`config.mk`:
```
export PLATFORM = sky130hd
export DESIGN_NAME = port_pad_buffer_control
export DESIGN_NICKNAME = d
export VERILOG_FILES = /design/src/logic/pad_pin_cell.v /design/src/logic/port_pad_buffer_control.v
export VERILOG_INCLUDE_DIRS = /design/src /design/src/logic
export SDC_FILE = /design/constraint.sdc
export NUM_CORES = 1
export LEC_CHECK = 0
export ABC_AREA = 0
export ABC_CLOCK_PERIOD_IN_PS = 5000
export BUFFER_PORTS_ARGS = -buffer_cell sky130_fd_sc_hd__buf_2
export CORE_ASPECT_RATIO = 1.5
export CORE_MARGIN = 4
export CORE_UTILIZATION = 53
export DETAILED_ROUTE_END_ITERATION = 10
export PLACE_DENSITY_LB_ADDON = 0.1
export SLEW_MARGIN = 20
export SYNTH_ARGS = -nofsm -noshare
export SYNTH_HDL_FRONTEND = slang
export SYNTH_HIERARCHICAL = 1
export SYNTH_SLANG_ARGS = --single-unit
```
`constraint.sdc`:
```
create_clock -name sys_clk -period 5 [get_ports sys_clk]
set_input_delay 1 -clock sys_clk [delete_from_list [all_inputs] [get_ports sys_clk]]
set_output_delay 1 -clock sys_clk [all_outputs]
set_load 0.02 [all_outputs]
```
`src/logic/pad_ctrl_defines.vh`:
```
// register map, reset values and field constants for the port pad control
`ifndef PAD_CTRL_DEFINES_VH
`define PAD_CTRL_DEFINES_VH

// port width and register bus widths
`define PAD_W          8
`define PAD_AW         4

// register indices on the plain register port
`define OFS_DIRECTION  4'h0
`define OFS_OUT_DATA   4'h1
`define OFS_READBACK   4'h2
`define OFS_IBE        4'h3
`define OFS_PULLUP     4'h4
`define OFS_OPEN_DRAIN 4'h5
`define OFS_PIN_FUNC   4'h6
`define OFS_MODE       4'h7

// reset values
`define RST_BYTE       8'h00
`define RST_MODE       2'h0

// mode register fields
`define MODE_HW_STBY   0
`define MODE_SW_STBY   1

// implemented-bit masks for eight, six and four pin ports
`define MASK_8PIN      8'hff
`define MASK_6PIN      8'h3f
`define MASK_4PIN      8'h0f

// value a gated input is held at
`define IN_FORCED      1'b1

`endif

```
`src/logic/pad_pin_cell.v`:
```
// one pin: output priority, open-drain, pull-up gating and input gating
`timescale 1ns/1ps
`include "pad_ctrl_defines.vh"

module pad_pin_cell
(
    input  wire pin_in,
    input  wire ibe,
    input  wire pue,
    input  wire ods,
    input  wire dir,
    input  wire dout,
    input  wire bus_oe,
    input  wire bus_out,
    input  wire p1_oe,
    input  wire p1_out,
    input  wire p2_oe,
    input  wire p2_out,
    input  wire pfs,
    input  wire hw_stby,
    output reg  out_nxt,
    output reg  oe_n_nxt,
    output wire pullup_nxt,
    output wire in_a_nxt,
    output wire in_b_nxt,
    output wire drives
);

    wire gated_in;
    reg  drv_en;
    reg  drv_val;

    // source select: bus, first peripheral, second peripheral, then port
    always @*
    begin
        drv_en  = 1'b1;
        drv_val = dout;
        if (bus_oe)
            drv_val = bus_out;
        else if (p1_oe)
            drv_val = p1_out;
        else if (p2_oe)
            drv_val = p2_out;
        else
            drv_en = dir;
    end

    // open-drain releases the pin on a one; push-pull drives both levels
    always @*
    begin
        out_nxt  = drv_val;
        oe_n_nxt = ~drv_en;
        if (ods && drv_val)
            oe_n_nxt = 1'b1;
        if (ods)
            out_nxt = 1'b0;
    end

    assign drives = drv_en;

    // pull-up only on an input pin outside hardware standby
    assign pullup_nxt = pue & ~drv_en & ~hw_stby;

    // disabled buffer holds the inward signal high
    assign gated_in = ibe ? pin_in : `IN_FORCED;

    // pin function select routes the input to the a or b assignment
    assign in_a_nxt = pfs ? `IN_FORCED : gated_in;
    assign in_b_nxt = pfs ? gated_in : `IN_FORCED;

endmodule

```
`src/logic/port_pad_buffer_control.v`:
```
// pad control for one general-purpose port: registers, pins and routing
//
// The placing of the registers and the address-and-strobe port were chosen for this implementation.
`timescale 1ns/1ps
`include "pad_ctrl_defines.vh"

////////////////////////////////////////////////////////////////////////
// Notes on behaviour
// - enabled buffer passes pin, disabled forces high
// - disabled buffer hides pin from peripherals
// - readback shows pin level regardless of buffer enable
// - buffer change may glitch; software masks edge
// - buffer enable register eight bits, resets zero
// - six/four pin ports keep upper bits reserved
// - pull-up register only on pull-up ports, resets zero
// - pull-up on for input pin with bit set
// - pull-up off in reset, hardware standby, any output
// - software standby and normal follow pull-up bit
// - open-drain bit one gives NMOS open drain
// - open-drain register eight bits, resets zero
// - peripheral output enables mark valid outputs
// - upper pins: direction one output, zero input
// - pin function select moves a/b assignments
// - direction bit one output, zero input
// - readback: output data if output, else pin
// - bus enable wins, then first peripheral; direction last
module port_pad_buffer_control
#(
    parameter [7:0] IMPL_MASK  = `MASK_8PIN,
    parameter       HAS_PULLUP = 1,
    parameter       HAS_ODR    = 1
)
(
    input  wire        sys_clk,
    input  wire        rst,
    input  wire [3:0]  reg_addr,
    input  wire [7:0]  reg_wdata,
    input  wire        reg_wr,
    input  wire        reg_rd,
    output reg  [7:0]  reg_rdata,
    input  wire [7:0]  pad_in,
    output reg  [7:0]  pad_out,
    output reg  [7:0]  pad_oe_n,
    output reg  [7:0]  pullup_on,
    input  wire [7:0]  bus_oe,
    input  wire [7:0]  bus_out,
    input  wire [7:0]  periph1_oe,
    input  wire [7:0]  periph1_out,
    input  wire [7:0]  periph2_oe,
    input  wire [7:0]  periph2_out,
    output reg  [7:0]  periph_in_a,
    output reg  [7:0]  periph_in_b,
    output reg  [7:0]  pin_drives,
    output reg         hw_standby,
    output reg         sw_standby
);

    ////////////////////////////////////////////////////////////////////
    // control registers

    reg  [7:0] direction_bits_r;
    reg  [7:0] output_data_bits_r;
    reg  [7:0] input_buffer_enable_r;
    reg  [7:0] pullup_enable_r;
    reg  [7:0] open_drain_select_r;
    reg  [7:0] pin_function_select_r;
    reg  [1:0] mode_r;

    // mode fields by name, so no bit position hides in the logic
    wire       hw_stby_sel;
    wire       sw_stby_sel;

    assign hw_stby_sel = mode_r[`MODE_HW_STBY];
    assign sw_stby_sel = mode_r[`MODE_SW_STBY];

    // masks that hide unimplemented bits and absent registers
    wire [7:0] pu_mask;
    wire [7:0] od_mask;

    assign pu_mask = (HAS_PULLUP != 0) ? IMPL_MASK : `RST_BYTE;
    assign od_mask = (HAS_ODR != 0) ? IMPL_MASK : `RST_BYTE;

    // masked views: reserved pins and absent registers stay at zero
    wire [7:0] dir_view;
    wire [7:0] dat_view;
    wire [7:0] ibe_view;
    wire [7:0] pue_view;
    wire [7:0] ods_view;
    wire [7:0] pfs_view;

    assign dir_view = direction_bits_r & IMPL_MASK;
    assign dat_view = output_data_bits_r & IMPL_MASK;
    assign ibe_view = input_buffer_enable_r & IMPL_MASK;
    assign pue_view = pullup_enable_r & pu_mask;
    assign ods_view = open_drain_select_r & od_mask;
    assign pfs_view = pin_function_select_r & IMPL_MASK;

    // per-register write strobes
    wire wr_dir;
    wire wr_dat;
    wire wr_ibe;
    wire wr_pue;
    wire wr_ods;
    wire wr_pfs;
    wire wr_mode;

    assign wr_dir  = reg_wr && (reg_addr == `OFS_DIRECTION);
    assign wr_dat  = reg_wr && (reg_addr == `OFS_OUT_DATA);
    assign wr_ibe  = reg_wr && (reg_addr == `OFS_IBE);
    assign wr_pue  = reg_wr && (reg_addr == `OFS_PULLUP);
    assign wr_ods  = reg_wr && (reg_addr == `OFS_OPEN_DRAIN);
    assign wr_pfs  = reg_wr && (reg_addr == `OFS_PIN_FUNC);
    assign wr_mode = reg_wr && (reg_addr == `OFS_MODE);

    // masked write data: reserved bits stay at their reset value
    wire [7:0] wdata_impl;
    wire [7:0] wdata_pu;
    wire [7:0] wdata_od;

    assign wdata_impl = reg_wdata & IMPL_MASK;
    assign wdata_pu   = reg_wdata & pu_mask;
    assign wdata_od   = reg_wdata & od_mask;

    // mode write keeps only the two standby fields
    wire [1:0] wdata_mode;

    assign wdata_mode = {reg_wdata[`MODE_SW_STBY], reg_wdata[`MODE_HW_STBY]};

    // direction and output data
    always @(posedge sys_clk or posedge rst)
    begin
        if (rst)
        begin
            direction_bits_r   <= `RST_BYTE;
            output_data_bits_r <= `RST_BYTE;
        end
        else
        begin
            if (wr_dir)
                direction_bits_r <= wdata_impl;
            if (wr_dat)
                output_data_bits_r <= wdata_impl;
        end
    end

    // input buffer enable
    always @(posedge sys_clk or posedge rst)
    begin
        if (rst)
            input_buffer_enable_r <= `RST_BYTE;
        else if (wr_ibe)
            input_buffer_enable_r <= wdata_impl;
    end

    // pull-up enable, absent on ports without pull-ups
    always @(posedge sys_clk or posedge rst)
    begin
        if (rst)
            pullup_enable_r <= `RST_BYTE;
        else if (wr_pue)
            pullup_enable_r <= wdata_pu;
    end

    // open-drain select, absent on ports without it
    always @(posedge sys_clk or posedge rst)
    begin
        if (rst)
            open_drain_select_r <= `RST_BYTE;
        else if (wr_ods)
            open_drain_select_r <= wdata_od;
    end

    // pin function select
    always @(posedge sys_clk or posedge rst)
    begin
        if (rst)
            pin_function_select_r <= `RST_BYTE;
        else if (wr_pfs)
            pin_function_select_r <= wdata_impl;
    end

    // operating mode: hardware and software standby
    always @(posedge sys_clk or posedge rst)
    begin
        if (rst)
            mode_r <= `RST_MODE;
        else if (wr_mode)
            mode_r <= wdata_mode;
    end

    ////////////////////////////////////////////////////////////////////
    // per-pin logic

    wire [7:0] out_nxt;
    wire [7:0] oe_n_nxt;
    wire [7:0] pullup_nxt;
    wire [7:0] in_a_nxt;
    wire [7:0] in_b_nxt;
    wire [7:0] drives_nxt;

    genvar i;
    generate
        for (i = 0; i < `PAD_W; i = i + 1)
        begin : g_pin
            pad_pin_cell u_cell
            (
                .pin_in     (pad_in[i]),
                .ibe        (ibe_view[i]),
                .pue        (pue_view[i]),
                .ods        (ods_view[i]),
                .dir        (dir_view[i]),
                .dout       (dat_view[i]),
                .bus_oe     (bus_oe[i] & IMPL_MASK[i]),
                .bus_out    (bus_out[i]),
                .p1_oe      (periph1_oe[i] & IMPL_MASK[i]),
                .p1_out     (periph1_out[i]),
                .p2_oe      (periph2_oe[i] & IMPL_MASK[i]),
                .p2_out     (periph2_out[i]),
                .pfs        (pfs_view[i]),
                .hw_stby    (hw_stby_sel),
                .out_nxt    (out_nxt[i]),
                .oe_n_nxt   (oe_n_nxt[i]),
                .pullup_nxt (pullup_nxt[i]),
                .in_a_nxt   (in_a_nxt[i]),
                .in_b_nxt   (in_b_nxt[i]),
                .drives     (drives_nxt[i])
            );
        end
    endgenerate

    ////////////////////////////////////////////////////////////////////
    // registered pad outputs

    // pin drive and enable; unimplemented pins never drive
    always @(posedge sys_clk or posedge rst)
    begin
        if (rst)
        begin
            pad_out    <= `RST_BYTE;
            pad_oe_n   <= ~`RST_BYTE;
        end
        else
        begin
            pad_out    <= out_nxt & IMPL_MASK;
            pad_oe_n   <= oe_n_nxt | ~IMPL_MASK;
        end
    end

    // active source flag, open-drain release counted as driving
    always @(posedge sys_clk or posedge rst)
    begin
        if (rst)
            pin_drives <= `RST_BYTE;
        else
            pin_drives <= drives_nxt & IMPL_MASK;
    end

    // pull-ups: off in reset and hardware standby, otherwise follow the bit only on input pins
    always @(posedge sys_clk or posedge rst)
    begin
        if (rst)
            pullup_on <= `RST_BYTE;
        else
            pullup_on <= pullup_nxt & pu_mask;
    end

    // gated inputs toward the peripherals
    always @(posedge sys_clk or posedge rst)
    begin
        if (rst)
        begin
            periph_in_a <= ~`RST_BYTE;
            periph_in_b <= ~`RST_BYTE;
        end
        else
        begin
            periph_in_a <= in_a_nxt | ~IMPL_MASK;
            periph_in_b <= in_b_nxt | ~IMPL_MASK;
        end
    end

    // standby status
    always @(posedge sys_clk or posedge rst)
    begin
        if (rst)
        begin
            hw_standby <= 1'b0;
            sw_standby <= 1'b0;
        end
        else
        begin
            hw_standby <= hw_stby_sel;
            sw_standby <= sw_stby_sel;
        end
    end

    ////////////////////////////////////////////////////////////////////
    // register read

    // readback: output data on output pins, raw pin level otherwise
    wire [7:0] readback;

    generate
        for (i = 0; i < `PAD_W; i = i + 1)
        begin : g_readback
            assign readback[i] = dir_view[i] ? dat_view[i]
                                             : (pad_in[i] & IMPL_MASK[i]);
        end
    endgenerate

    reg  [7:0] rdata_nxt;

    // read mux; direction is write-only and unmapped reads give zero
    always @*
    begin
        rdata_nxt = `RST_BYTE;
        case (reg_addr)
            `OFS_DIRECTION:  rdata_nxt = `RST_BYTE;
            `OFS_OUT_DATA:   rdata_nxt = dat_view;
            `OFS_READBACK:   rdata_nxt = readback;
            `OFS_IBE:        rdata_nxt = ibe_view;
            `OFS_PULLUP:     rdata_nxt = pue_view;
            `OFS_OPEN_DRAIN: rdata_nxt = ods_view;
            `OFS_PIN_FUNC:   rdata_nxt = pfs_view;
            `OFS_MODE:       rdata_nxt = {6'h00, mode_r};
            default:         rdata_nxt = `RST_BYTE;
        endcase
    end

    // read data stands only in the cycle after the read strobe
    always @(posedge sys_clk or posedge rst)
    begin
        if (rst)
            reg_rdata <= `RST_BYTE;
        else if (reg_rd)
            reg_rdata <= rdata_nxt;
        else
            reg_rdata <= `RST_BYTE;
    end

endmodule

```
==> reports/metrics.cfg <==
[outcome]
status=completed

[cts]
cts_tree=yes
cts_num_sinks=108
numCtsBuffers=9
root_buffer=clkbuf_16
hold_buffers=0
clk_latency_ns=0.34
post_cts_buffers=0
path_clk_slew_ns=0.07
cts_max_level=3
post_cts_resized=0
max-clock-path-buffers=2

[placed_design]
globalplace.congestion=0.792
portBuffers=129
dpl.hpwl_microns=8150

[floorplanning]
start_util_pct=54.2
coreArea_sq_um=9200
row_count=43
die-area_sq_um=11100
die-width_microns=87.2
die_h_microns=127
io_pins=130

[synth]
synth_top_area_share_pct=42.2
synthTopCellsByCount=dfrtp_1 (84), mux2_2 (59), dfstp_2 (24), and3b_1 (14), nand2_1 (12)
synthArstFlopShare_pct=100
ys_types=48
synth_fp_nets=445
netlist_instances=373
ys_warn_count=6
ys_top_cells_by_area=dfrtp_1 (42%), mux2_2 (13%), dfstp_2 (13%), and3b_1 (2.5%), mux2_4 (2.4%)
synth_most_common_cell=dfrtp_1
synth.avg_cell_area_sq_um=13.4
yosysTopAreaCell=dfrtp_1
ys_seq_area_share_pct=54.8
synth-seq-cells=108
syn_area_sq_um=4980
ys.flop_type=dfrtp_1
synth_edf_count=0

[detailed_routing]
detail_route.wl_per_cell_microns=18.3
via_count=3480
drt-pass1-iter-count=4
drc=0
wl_microns=11400
ant_nets=0
vias_per_cell=5.61
drt_iter0_markers=182

[setup_path]
crit_path_max_incr_delay_ns=0.50
critical_path_depth=4
crit_slowest_cell=buf_2
critPathLaunchType=input port
crit_chain=buf_2 -> nor2b_1 -> nand3_2 -> mux2_2
crit_buf_inv=1
crit_arrival_ns=2.73
reg2reg_depth=3
crit_required_ns=5.23
end_kind=flip-flop
cp_top_family=simple AND/OR/NAND/NOR gates
worstPathMaxFanout=36
crit_type=in -> reg

[timing]
drv_slew=0
maxSlewHeadroom_pct=43.7
rsz0062_at_grt=no
period_share_pct=50.0
tightest_slew_ns=0.845
clock_skew_ns=0.00671
max_freq_mhz=400
finalSetupTns_ns=0
finalHoldViolCount=0
final-setup-viol-count=0
min_period_ns=2.50

[global_routing]
grt_usage_pct=21.0
grt_max_degree=72
globalRouteOverflowTotal=0
grt_pass1_wl_microns=17500
grt_pass1_vias=3483
antenna_found_initial=0

[final_layout]
multiInputGateArea_sq_um=2160
fin_util_pct=65.6
nets=575
area_growth_pct=21.0
ff_latch_area_sq_um=2730
antennaDiodeCount=0
drive_above_1_share_pct=59.6
fill_cells=710

[job]
max_cap_violations=0

[pwr]
power_leakage_uw=0.00276
powerDensity_nw_per_um2=384
vdd_ir_drop_max_mv=0.208

[min_path]
hold_depth=0
min_path_type=reg -> reg

placed cells by master (no fill, tap or decap), types with 2 or more instances in the layout:
cell       synthesis  layout
a21oi_1            9       9
a21oi_2            8       8
a31oi_1            4       4
a32oi_1            2       2
a41oi_1            3       3
and3b_1           14      14
buf_2              5     129
clkbuf_16          0       9
clkbuf_8           0       2
clkinv_2           0       2
dfrtp_1           84      84
dfstp_2           24      24
inv_1             11      10
mux2_2            59      59
mux2_4             8       8
mux2i_1            7       7
nand2_1           12      12
nand2_2            8       8
nand2b_1           5       5
nand3_1            3       3
nand3_2           11      11
nand3b_1          10      10
nand4_1            2       2
nor2_1            10      10
nor2_2            10      10
nor2b_1            3       3
nor3b_1            2       2
nor3b_2            8       8
nor4bb_1           2       2
o211ai_2           8       8
o21ai_0            7       7
or3_1              4       4
or3b_2             9       9
cell type report:
type,count,area share (%)
Inverter,11,0.726
Clock buffer,12,4.25
Tap cell,112,2.32
Multi-Input combinational cell,243,35.8
Clock inverter,4,0.788
Timing Repair Buffer,130,10.8
Sequential cell,108,45.3
worst reg2reg max path, cell delays in order (launching register included):
cell and delay, ns:
dfrtp_1 0.42, or3b_2 0.48, a221o_1 0.33, a31oi_1 0.15
power by group:
part | leakage (uW) | switching [uW] | internal [uW]
clock network | 0.000149 | 305 | 414
registers | 0.00129 | 126 | 1030
logic | 0.00133 | 220 | 221
total | 0.00276 | 651 | 1660
path summary, 6_finish.rpt:
kind / start / end / slack, ns
min in group asynchronous: rst / pad_out[1]$_DFF_PP0_ / 0.82
max: reg_addr[0] / dat_view[2]$_DFFE_PP0P_ / 2.50
max reg2reg: dir_view[4]$_DFFE_PP0P_ / reg_rdata[4]$_DFF_PP0_ / 3.54
min: mode_r[1]$_DFFE_PP0P_ / sw_standby$_DFF_PP0_ / 0.42
min reg2reg: mode_r[1]$_DFFE_PP0P_ / sw_standby$_DFF_PP0_ / 0.42
max in group asynchronous: rst / periph_in_a[0]$_DFF_PP1_ / 3.16
stage by stage:
step | setup slack (ns) | total power, uW | instances | hold slack, ns | instance area [sq um]
6_report | 2.50 | 2320 | 620 | 0.424 | 6030
5_1_grt | 2.40 | 2420 | 620 | 0.430 | 6030
4_1_cts | 2.53 | 2330 | 620 | 0.420 | 6030
3_5_place_dp | 2.18 | 1610 | 604 | 0.405 | 5730
3_3_place_gp | 2.17 | 1600 | 604 | 0.399 | 5730
2_1_floorplan | 1.19 | 1440 | 373 | 0.364 | 4980
kinds of logic (layout without fill, tap and decap cells):
family,after synthesis,count (layout),synth area share [%]
flops,108,108,54.8
simple gates,121,121,18.3
mux,74,74,17.1
buf+inv,22,157,1.88
compound gates,48,48,7.83
routing by layer:
layer	vias up	global-route usage [%]	routed length (microns)
met2	103	36.1	6100
met5	-	0	0
li1	1622	-	-
met1	1738	24.7	4250
met3	17	4.74	721
met4	0	9.30	281
registers in the layout, summed over array words and instances (netlist names):
signal,count
dat_view,8
dir_view,8
ibe_view,8
ods_view,8
pad_oe_n,8
pad_out,8
periph_in_a,8
periph_in_b,8
pfs_view,8
pin_drives,8
pue_view,8
pullup_on,8
reg_rdata,8
mode_r,2
hw_standby,1
sw_standby,1
No activity file was read; power rests on OpenSTA's default activity.
